===== src/rtl/rtcc_params.svh =====
`ifndef RTCC_PARAMS_SVH
`define RTCC_PARAMS_SVH

// ============================================================
// Register indices; byte address is four times the index
`define RTCC_IDX_SEC      12'h200
`define RTCC_IDX_MIN      12'h201
`define RTCC_IDX_HOUR     12'h202
`define RTCC_IDX_WDAY     12'h203
`define RTCC_IDX_DATE     12'h204
`define RTCC_IDX_MONTH    12'h205
`define RTCC_IDX_YEAR     12'h206
`define RTCC_IDX_AL_SEC   12'h207
`define RTCC_IDX_AL_MIN   12'h208
`define RTCC_IDX_AL_HOUR  12'h209
`define RTCC_IDX_AL_WDAY  12'h20a
`define RTCC_IDX_CTRL     12'h20e
`define RTCC_IDX_STATUS   12'h214
`define RTCC_IDX_INTMASK  12'h220

// ============================================================
// Writable bits; all others read as zero
`define RTCC_WM_SEC       8'h7f
`define RTCC_WM_MIN       8'h7f
`define RTCC_WM_HOUR      8'h7f
`define RTCC_WM_WDAY      8'h07
`define RTCC_WM_DATE      8'h3f
`define RTCC_WM_MONTH     8'h9f
`define RTCC_WM_YEAR      8'hff
`define RTCC_WM_AL        8'hff
`define RTCC_WM_AL_WDAY   8'h87
`define RTCC_WM_CTRL      8'hdf

// ============================================================
// Field positions
`define RTCC_BIT_HMODE    6
`define RTCC_BIT_PM       5
`define RTCC_BIT_CENTURY_FLAG     7
`define RTCC_BIT_MASK     7
`define RTCC_BIT_OSC_OFF  7
`define RTCC_BIT_TAS      0
`define RTCC_BIT_TAF      0

// ============================================================
// Reset values
`define RTCC_RST_ZERO     8'h00
`define RTCC_RST_ONE      8'h01

// ============================================================
// Timing: one oscillator second at a 100 ns clock
`define RTCC_SEC_NS       1000000000
`define RTCC_CLK_NS       100

`endif


===== src/rtl/rtcc_pkg.sv =====
package rtcc_pkg;
  typedef enum logic [0:0] {
    RTCC_HR24 = 1'b0,
    RTCC_HR12 = 1'b1
  } rtcc_hmode_t;
endpackage


===== src/rtl/rtcc_core.sv =====
// Operation
// RULE1: Hours bit 6 selects 12-hour mode
// RULE2: 12-hour mode: bit 5 set means PM
// RULE3: 24-hour mode: bit 5 is twenty-hours digit
// RULE4: Weekday counter cycles one to seven
// RULE5: Leap day when year 00 or multiple of 4
// RULE6: Year 99 to 00 toggles century flag
// RULE7: Host should set century flag for 20xx
// RULE8: Alarm register top bit masks its field
// RULE9: All masks set: alarm every second
// RULE10: Only seconds compared: alarm once per minute
// RULE11: Minutes and seconds compared: hourly alarm
// RULE12: Day masked only: daily alarm
// RULE13: No masks: weekly alarm on full match
// RULE14: Every alarm sets timer alarm flag
// RULE15: Search enable plus flag answers search
// RULE16: Time, calendar, alarm held in BCD
// RULE17: Fixed-zero bits always read zero
// RULE18: Seconds tick, BCD carries through calendar
//
// The APB slave port was decided locally.
`timescale 1ns/1ps
`include "rtcc_params.svh"

module rtcc_core #(
  parameter int SEC_CYCLES = `RTCC_SEC_NS / `RTCC_CLK_NS
) (
  input  wire logic        pclk,
  input  wire logic        presetn,
  input  wire logic        psel,
  input  wire logic        penable,
  input  wire logic        pwrite,
  input  wire logic [15:0] paddr,
  input  wire logic [31:0] pwdata,
  output logic      [31:0] prdata,
  output logic             pready,
  output logic             pslverr,
  output logic             irq,
  output logic             search_match
);

  // ==========================================================
  // Functions
  function automatic logic [7:0] bcd_inc(input logic [7:0] v);
    if (v[3:0] == 4'h9) begin
      bcd_inc = {v[7:4] + 4'h1, 4'h0};
    end else begin
      bcd_inc = {v[7:4], v[3:0] + 4'h1};
    end
  endfunction

  // Two-digit year only, so 2100 is wrongly a leap year
  function automatic logic is_leap(input logic [7:0] y);
    if (y[4]) begin
      is_leap = (y[3:0] == 4'h2) || (y[3:0] == 4'h6);
    end else begin
      is_leap = (y[3:0] == 4'h0) || (y[3:0] == 4'h4) ||
                (y[3:0] == 4'h8);
    end
  endfunction

  function automatic logic [7:0] month_len(input logic [4:0] m,
                                           input logic       leap);
    case (m)
      5'h02:   month_len = leap ? 8'h29 : 8'h28; // RULE5
      5'h04,
      5'h06,
      5'h09,
      5'h11:   month_len = 8'h30;
      default: month_len = 8'h31;
    endcase
  endfunction

  // ==========================================================
  // Registers
  logic [7:0]  sec;
  logic [7:0]  min;
  logic [7:0]  hour;
  logic [7:0]  wday;
  logic [7:0]  date;
  logic [7:0]  month;
  logic [7:0]  year;
  logic [7:0]  al_sec;
  logic [7:0]  al_min;
  logic [7:0]  al_hour;
  logic [7:0]  al_wday;
  logic [7:0]  ctrl;
  logic        timer_alarm_flag;
  logic        int_mask;
  logic [31:0] presc;
  logic        tick_d;

  // ==========================================================
  // APB decode
  wire [11:0] idx      = paddr[13:2];
  wire        aligned  = (paddr[1:0] == 2'b00) && (paddr[15:14] == 2'b00);
  wire        sel_sec  = aligned && (idx == `RTCC_IDX_SEC);
  wire        sel_min  = aligned && (idx == `RTCC_IDX_MIN);
  wire        sel_hour = aligned && (idx == `RTCC_IDX_HOUR);
  wire        sel_wday = aligned && (idx == `RTCC_IDX_WDAY);
  wire        sel_date = aligned && (idx == `RTCC_IDX_DATE);
  wire        sel_mon  = aligned && (idx == `RTCC_IDX_MONTH);
  wire        sel_year = aligned && (idx == `RTCC_IDX_YEAR);
  wire        sel_asec = aligned && (idx == `RTCC_IDX_AL_SEC);
  wire        sel_amin = aligned && (idx == `RTCC_IDX_AL_MIN);
  wire        sel_ahr  = aligned && (idx == `RTCC_IDX_AL_HOUR);
  wire        sel_awd  = aligned && (idx == `RTCC_IDX_AL_WDAY);
  wire        sel_ctrl = aligned && (idx == `RTCC_IDX_CTRL);
  wire        sel_stat = aligned && (idx == `RTCC_IDX_STATUS);
  wire        sel_imsk = aligned && (idx == `RTCC_IDX_INTMASK);
  wire        mapped   = sel_sec | sel_min | sel_hour | sel_wday |
                         sel_date | sel_mon | sel_year | sel_asec |
                         sel_amin | sel_ahr | sel_awd | sel_ctrl |
                         sel_stat | sel_imsk;
  wire        setup    = psel && !penable;
  wire        wr_en    = psel && penable && pwrite && mapped;
  wire [7:0]  wd       = pwdata[7:0];

  wire        wr_sec   = wr_en && sel_sec;
  wire        wr_min   = wr_en && sel_min;
  wire        wr_hour  = wr_en && sel_hour;
  wire        wr_wday  = wr_en && sel_wday;
  wire        wr_date  = wr_en && sel_date;
  wire        wr_mon   = wr_en && sel_mon;
  wire        wr_year  = wr_en && sel_year;
  wire        wr_stat  = wr_en && sel_stat;

  wire [7:0] rd_mux = ({8{sel_sec}}  & sec)     |
                      ({8{sel_min}}  & min)     |
                      ({8{sel_hour}} & hour)    |
                      ({8{sel_wday}} & wday)    |
                      ({8{sel_date}} & date)    |
                      ({8{sel_mon}}  & month)   |
                      ({8{sel_year}} & year)    |
                      ({8{sel_asec}} & al_sec)  |
                      ({8{sel_amin}} & al_min)  |
                      ({8{sel_ahr}}  & al_hour) |
                      ({8{sel_awd}}  & al_wday) |
                      ({8{sel_ctrl}} & ctrl)    |
                      ({8{sel_stat}} & {7'h00, timer_alarm_flag}) |
                      ({8{sel_imsk}} & {7'h00, int_mask});

  // Zero wait states keep the slave simple
  assign pready  = 1'b1;
  assign pslverr = psel && penable && !mapped;

  // ==========================================================
  // Second prescaler
  wire osc_run = !ctrl[`RTCC_BIT_OSC_OFF];
  wire tick    = osc_run && (presc == 32'(SEC_CYCLES - 1)); // RULE18
  wire [31:0] next_presc = (wr_sec || !osc_run || tick) ? 32'h0 :
                           presc + 32'h1;

  // ==========================================================
  // Time and calendar carries
  rtcc_pkg::rtcc_hmode_t hmode;
  assign hmode = rtcc_pkg::rtcc_hmode_t'(hour[`RTCC_BIT_HMODE]); // RULE1

  wire [7:0] last_day = month_len(month[4:0], is_leap(year));
  wire       sec_c    = tick && (sec[6:0] == 7'h59); // RULE18
  wire       min_c    = sec_c && (min[6:0] == 7'h59);
  wire       hr12_end = hour[`RTCC_BIT_PM] && (hour[4:0] == 5'h11);
  wire       hr24_end = (hour[5:0] == 6'h23);
  wire       day_c    = min_c && ((hmode == rtcc_pkg::RTCC_HR12) ?
                                  hr12_end : hr24_end);
  wire       mon_c    = day_c && (date == last_day);
  wire       yr_c     = mon_c && (month[4:0] == 5'h12);

  wire [7:0] sec_inc  = bcd_inc(sec);
  wire [7:0] min_inc  = bcd_inc(min);
  wire [7:0] h12_inc  = bcd_inc(hour & 8'h1f);
  wire [7:0] h24_inc  = bcd_inc(hour & 8'h3f);

  // 12-hour: 11 to 12 flips PM, 12 to 01 keeps it
  wire [7:0] hr12_next = (hour[4:0] == 5'h12) ? {hour[7:5], 5'h01} :
                         (hour[4:0] == 5'h11) ?
                         {hour[7:6], ~hour[`RTCC_BIT_PM], 5'h12} :
                         {hour[7:5], h12_inc[4:0]}; // RULE2
  // 24-hour: bit 5 is the twenty-hours digit, 19 to 20 sets it
  wire [7:0] hr24_next = hr24_end ? {hour[7:6], 6'h00} :
                         {hour[7:6], h24_inc[5:0]}; // RULE3
  wire [7:0] hr_adv    = (hmode == rtcc_pkg::RTCC_HR12) ?
                         hr12_next : hr24_next;

  wire [7:0] next_sec  = wr_sec ? (wd & `RTCC_WM_SEC) :
                         !tick ? sec :
                         sec_c ? 8'h00 : sec_inc; // RULE16
  wire [7:0] next_min  = wr_min ? (wd & `RTCC_WM_MIN) :
                         !sec_c ? min :
                         min_c ? 8'h00 : min_inc;
  wire [7:0] next_hour = wr_hour ? (wd & `RTCC_WM_HOUR) :
                         min_c ? hr_adv : hour;
  wire [7:0] next_wday = wr_wday ? (wd & `RTCC_WM_WDAY) :
                         !day_c ? wday :
                         (wday[2:0] == 3'h7) ? 8'h01 :
                         {5'h00, wday[2:0] + 3'h1}; // RULE4
  wire [7:0] next_date = wr_date ? (wd & `RTCC_WM_DATE) :
                         !day_c ? date :
                         mon_c ? 8'h01 : bcd_inc(date); // RULE5
  // Century flag flips only on the 99 to 00 year wrap
  wire [7:0] mon_inc   = bcd_inc({3'b000, month[4:0]});
  wire [7:0] next_mon  = wr_mon ? (wd & `RTCC_WM_MONTH) :
                         !mon_c ? month :
                         yr_c ? {month[`RTCC_BIT_CENTURY_FLAG] ^ (year == 8'h99),
                                 7'h01} : // RULE6
                         {month[7:5], mon_inc[4:0]};
  wire [7:0] next_year = wr_year ? (wd & `RTCC_WM_YEAR) :
                         !yr_c ? year :
                         (year == 8'h99) ? 8'h00 : bcd_inc(year);

  // ==========================================================
  // Alarm compare, one cycle after the tick settles the time
  wire seconds_match_mask = al_sec[`RTCC_BIT_MASK]; // RULE9
  wire minutes_match_mask = al_min[`RTCC_BIT_MASK]; // RULE9
  wire hours_match_mask   = al_hour[`RTCC_BIT_MASK]; // RULE9
  wire weekday_match_mask = al_wday[`RTCC_BIT_MASK]; // RULE9
  wire m_sec  = seconds_match_mask || (sec[6:0] == al_sec[6:0]); // RULE10
  wire m_min  = minutes_match_mask || (min[6:0] == al_min[6:0]); // RULE11
  wire m_hour = hours_match_mask   || (hour[6:0] == al_hour[6:0]); // RULE12
  wire m_wday = weekday_match_mask || (wday[2:0] == al_wday[2:0]); // RULE13
  wire alarm_hit = tick_d && m_sec && m_min && m_hour && m_wday; // RULE8

  // Set wins over a same-cycle write-one-to-clear
  wire next_taf = alarm_hit ||
                  (timer_alarm_flag &&
                   !(wr_stat && wd[`RTCC_BIT_TAF])); // RULE14

  assign search_match = timer_alarm_flag && ctrl[`RTCC_BIT_TAS]; // RULE15
  assign irq          = timer_alarm_flag && int_mask;

  // ==========================================================
  // Storage
  always_ff @(posedge pclk or negedge presetn) begin
    if (!presetn) begin
      sec              <= `RTCC_RST_ZERO;
      min              <= `RTCC_RST_ZERO;
      hour             <= `RTCC_RST_ZERO;
      wday             <= `RTCC_RST_ONE;
      date             <= `RTCC_RST_ONE;
      month            <= `RTCC_RST_ONE;
      year             <= `RTCC_RST_ZERO;
      al_sec           <= `RTCC_RST_ZERO;
      al_min           <= `RTCC_RST_ZERO;
      al_hour          <= `RTCC_RST_ZERO;
      al_wday          <= `RTCC_RST_ZERO;
      ctrl             <= `RTCC_RST_ZERO;
      timer_alarm_flag <= 1'b0;
      int_mask         <= 1'b0;
      presc            <= 32'h0;
      tick_d           <= 1'b0;
      prdata           <= 32'h0;
    end else begin
      sec              <= next_sec;
      min              <= next_min;
      hour             <= next_hour;
      wday             <= next_wday;
      date             <= next_date;
      month            <= next_mon;
      year             <= next_year;
      timer_alarm_flag <= next_taf;
      presc            <= next_presc;
      tick_d           <= tick;
      if (wr_en && sel_asec) begin
        al_sec <= wd & `RTCC_WM_AL;
      end
      if (wr_en && sel_amin) begin
        al_min <= wd & `RTCC_WM_AL;
      end
      if (wr_en && sel_ahr) begin
        al_hour <= wd & `RTCC_WM_AL;
      end
      if (wr_en && sel_awd) begin
        al_wday <= wd & `RTCC_WM_AL_WDAY; // RULE17
      end
      if (wr_en && sel_ctrl) begin
        ctrl <= wd & `RTCC_WM_CTRL;
      end
      if (wr_en && sel_imsk) begin
        int_mask <= wd[0];
      end
      if (setup) begin
        prdata <= {24'h000000, rd_mux};
      end
    end
  end
endmodule


===== config.mk =====
export PLATFORM = sky130hd
export DESIGN_NAME = rtcc_core
export DESIGN_NICKNAME = d
export VERILOG_FILES = /design/src/rtl/rtcc_pkg.sv /design/src/rtl/rtcc_core.sv
export VERILOG_INCLUDE_DIRS = /design/src /design/src/rtl
export SDC_FILE = /design/constraint.sdc
export NUM_CORES = 1
export LEC_CHECK = 0
export BUFFER_PORTS_ARGS = -buffer_cell sky130_fd_sc_hd__buf_2
export CORE_ASPECT_RATIO = 1.5
export CORE_MARGIN = 3
export CORE_UTILIZATION = 40
export DETAILED_ROUTE_END_ITERATION = 6
export GPL_TIMING_DRIVEN = 0
export PLACE_DENSITY = 0.56
export SYNTH_ARGS = -nofsm -noshare
export SYNTH_HDL_FRONTEND = slang
export SYNTH_SLANG_ARGS = --single-unit

===== constraint.sdc =====
create_clock -name pclk -period 4.1 [get_ports pclk]
set_input_delay 0.205 -clock pclk [delete_from_list [all_inputs] [get_ports pclk]]
set_output_delay 0.205 -clock pclk [all_outputs]
set_load 0.01 [all_outputs]

==> results.sh <==
export IMPL_outcome="finished, final reports clean"
export IMPL_timing_final_setup_violations=0
export IMPL_route_detailed_drc=0
export IMPL_clkLatencyLatePin_ns=0.43
export IMPL_timing_setup_critical_path_class="flop to flop"
export IMPL_startpoint_class_of_the_critical_path="flop"
export IMPL_ir_worst_vdd_uv=286
export IMPL_mostFrequentLayoutCell="sky130_fd_sc_hd__dfrtp_1"
export IMPL_final_fill_count=1912
export IMPL_detail_route_iter0_violations=521
export IMPL_vias=6859
export IMPL_fp_dieArea_mm2=0.0218
export IMPL_clock_path_buffers=2
export IMPL_layout_setup_ws_ns=0.833
export IMPL_post_layout_total_power_uw=2970
export IMPL_rsz_0062_raised_after_global_routing="no"
export IMPL_grtUsageTotal=0.234
export IMPL_root_buffer="sky130_fd_sc_hd__clkbuf_16"
export IMPL_hpwlAfterDp_mm=18.2
export IMPL_place_port_buffers=37
export IMPL_post_cts_resized=0
export IMPL_vias_in_the_first_global_route=6805
export IMPL_drive_above_1_share=0.163
export IMPL_maxSlewViolCount=0
export IMPL_regToRegSetupSlack_ns=0.83
export IMPL_power_share_of_the_combinational_group=0.054
export IMPL_die_width_um=122
export IMPL_timing_rr_start="presc[0]"
export IMPL_timing_final_crit_period_ns=3.27
export IMPL_slew_headroom=0.311
export IMPL_fmaxAchievable_mhz=306
export IMPL_design_area_mm2=0.00925
export IMPL_part_of_the_power_in_registers=0.424
export IMPL_syn2layout_area_growth_pct=15.5
export IMPL_critPathCaptureType="flop"
export IMPL_max_slew_worst_pin_slew_ns=1.03
export IMPL_io_pins=89
export IMPL_initial_utilization=0.413
export IMPL_mapped_area_mm2=0.00801
export IMPL_syn_inst=884
export IMPL_global_route_overflow_total=0
export IMPL_synthArstFlopShare=1.00
export IMPL_critical_path_required_ns=4.40
export IMPL_psw_uw=744
export IMPL_grt_max_degree=82
export IMPL_detailed_place_area_mm2=0.00863
export IMPL_p_leak_uw=0.00397
export IMPL_finalSetupTns_ns=0
export IMPL_powerDensity_mw_per_mm2=321
export IMPL_final_antenna_net_count=0
export IMPL_layout_cells_most_common_list="sky130_fd_sc_hd__dfrtp_1 (123), sky130_fd_sc_hd__nor2_1 (118), sky130_fd_sc_hd__nand2_1 (76)"
export IMPL_cts_clk_slew_worst_paths_ns=0.06
export IMPL_die_height_um=179
export IMPL_min_from="pwdata[2]"
export IMPL_crit_arrival_ns=3.57
export IMPL_synth_top_flop_cell="sky130_fd_sc_hd__dfrtp_1"
export IMPL_cts_htree_levels=4
export IMPL_layout_nets=1034
export IMPL_rows=62
export IMPL_ys_warnings_count=0
export IMPL_whs_endpoint="al_wday[2]"
export IMPL_synth_yosys_seq_area_share=0.394
export IMPL_ys_types=68
export IMPL_syn_area_per_cell_um2=9.06
export IMPL_post_drt_wl_per_cell_um=20.1
export IMPL_pre_cts_slack_ns=0.842
export IMPL_final_core_area_utilization=0.477
export IMPL_number_of_enable_type_register_cells_in_the_synthesized_netlist=0
export IMPL_regToRegEndpoint="year[5]"
export IMPL_cts_buffers_inserted=17
export IMPL_gpl_final_weighted_congestion=0.922
export IMPL_maxCapViolCount=0
export IMPL_drt_pre_antenna_iters=5
export IMPL_critical_path_peak_fanout=7
export IMPL_worstHoldPathCells=2
export IMPL_grt_antenna_before_repair=0
export IMPL_rr_worst_depth=8
export IMPL_fin_crit_sh=0.797
export IMPL_timing_hold_violations_final=0
export IMPL_tritoncts="done"
export IMPL_routed_wirelength_mm=24.8
export IMPL_core_region_area_mm2=0.0194
export IMPL_ys_ff_latch=126
export IMPL_hold_path_class="input pin to flop"
export IMPL_fin_skew_ns=0.0106
export IMPL_antenna_cells_inserted=0
export IMPL_power_switching_share=0.251
export IMPL_tritoncts_num_sinks=126
export IMPL_grt_pass1_wl_mm=38.5
export IMPL_power_report_internal_total_uw=2230
export IMPL_clkPwrFrac=0.522
export IMPL_detail_route_vias_per_cell=5.55
==> power groups by stage <==
| stage | Combinational [uW] | Sequential, uW | Clock [uW] |
|---|---|---|---|
| after detailed placement | 160 | 1280 | 0 |
| final | 160 | 1260 | 1550 |
| after floorplan | 69.0 | 1280 | 0 |
| after global placement | 156 | 1280 | 0 |
| after global routing | 176 | 1260 | 1630 |
| after CTS | 161 | 1260 | 1580 |
==> flip-flops by register name, indices dropped and copies added, names as in the netlist <==
| name | flops |
|---|---|
| int_mask | 1 |
| al_wday | 4 |
| presc | 32 |
| tick_d | 1 |
| min | 8 |
| prdata | 8 |
| ctrl | 7 |
| year | 8 |
| month | 6 |
| al_sec | 8 |
| al_hour | 8 |
| hour | 7 |
| timer_alarm_flag | 1 |
| sec | 8 |
| wday | 3 |
| al_min | 8 |
| date | 8 |
==> worst max-delay path: stages (launching register included) <==
cell and delay [ns]:
sky130_fd_sc_hd__dfrtp_1 0.40, sky130_fd_sc_hd__ha_1 0.21, sky130_fd_sc_hd__and3_1 0.25, sky130_fd_sc_hd__nand2_1 0.22, sky130_fd_sc_hd__nor4_2 0.86, sky130_fd_sc_hd__nand2_1 0.41
sky130_fd_sc_hd__nor3_1 0.47, sky130_fd_sc_hd__mux2i_1 0.24, sky130_fd_sc_hd__a21oi_1 0.08
==> stage by stage <==
stage	cells	hold WS (ns)
after floorplan	907	-0.0906
after global placement	1200	0.467
after detailed placement	1201	0.177
after CTS	1234	0.0229
after global routing	1235	0.0252
final	1235	0.0299
==> what timing repair did <==
item	4_1_cts	5_1_grt
hold buffers	1	0
endpoints found under the hold margin	42	0
buffers inserted	0	0
==> cell type report <==
class,instances,area [um2],area share
Inverter,20,75.1,0.00812
Buffer,65,348,0.0376
Clock buffer,18,439,0.0475
Timing Repair Buffer,40,234,0.0253
Clock inverter,14,160,0.0173
Sequential cell,126,3160,0.341
Tap cell,256,320,0.0346
Multi-Input combinational cell,696,4510,0.488
==> worst max-delay path by stage <==
stage / startpoint / end / slack, ns
after floorplan: sec[1] / date[4] / 1.69
after global placement: presc[0] / year[4] / 0.85
after detailed placement: presc[0] / year[5] / 0.84
after CTS: presc[0] / year[5] / 0.83
after global routing: presc[0] / year[7] / 0.70
final: presc[0] / year[5] / 0.83
==> kinds of logic after synthesis <==
| group | Yosys count | share of synthesized area |
|---|---|---|
| adders and majority gates | 15 | 0.0234 |
| buffers and inverters | 85 | 0.0528 |
| other | 2 | 0.000938 |
| xor gates and xnor gates | 61 | 0.0667 |
| AOI/OAI and AO/OA | 166 | 0.135 |
| muxes | 62 | 0.0882 |
| and+or+nand+nor | 367 | 0.239 |
| DFF | 126 | 0.394 |
==> Yosys cell counts, drive strengths merged (3+ instances only) <==
cell	instances	share of area
a21o	5	0.0047
and4	3	0.0033
a31oi	12	0.0094
dfstp	3	0.0098
nand2	77	0.037
mux2i	18	0.023
and3	14	0.011
nand4b	4	0.0044
a32o	3	0.0038
o21a	5	0.0047
o31ai	4	0.0038
dfrtp	123	0.38
xor2	33	0.036
nand3	32	0.020
and2	9	0.0070
nor3b	6	0.0056
a22oi	13	0.012
inv	20	0.0094
nand2b	4	0.0031
buf	33	0.028
nor2	118	0.055
mux2	44	0.066
a22o	5	0.0055
xnor2	28	0.031
nor4	19	0.022
or3	8	0.0063
a21oi	49	0.031
a211oi	3	0.0028
nor4b	3	0.0033
ha	15	0.023
o21ai	34	0.021
nand4	21	0.018
or4	3	0.0028
or2	3	0.0023
clkbuf	32	0.015
nor2b	11	0.0086
nor3	21	0.017
nand3b	6	0.0056
a221oi	11	0.012
a222oi	4	0.0050
==> layer usage <==
metal | vias up | track usage | part of all wire | wire, um
met5 | - | 0 | 0 | 0
met4 | 0 | 0.135 | 0.054 | 1330
met3 | 71 | 0.0376 | 0.047 | 1170
met2 | 228 | 0.419 | 0.52 | 12800
met1 | 3261 | 0.261 | 0.38 | 9510
li1 | 3299 | - | - | -
Power figures use the tool's default switching activity.
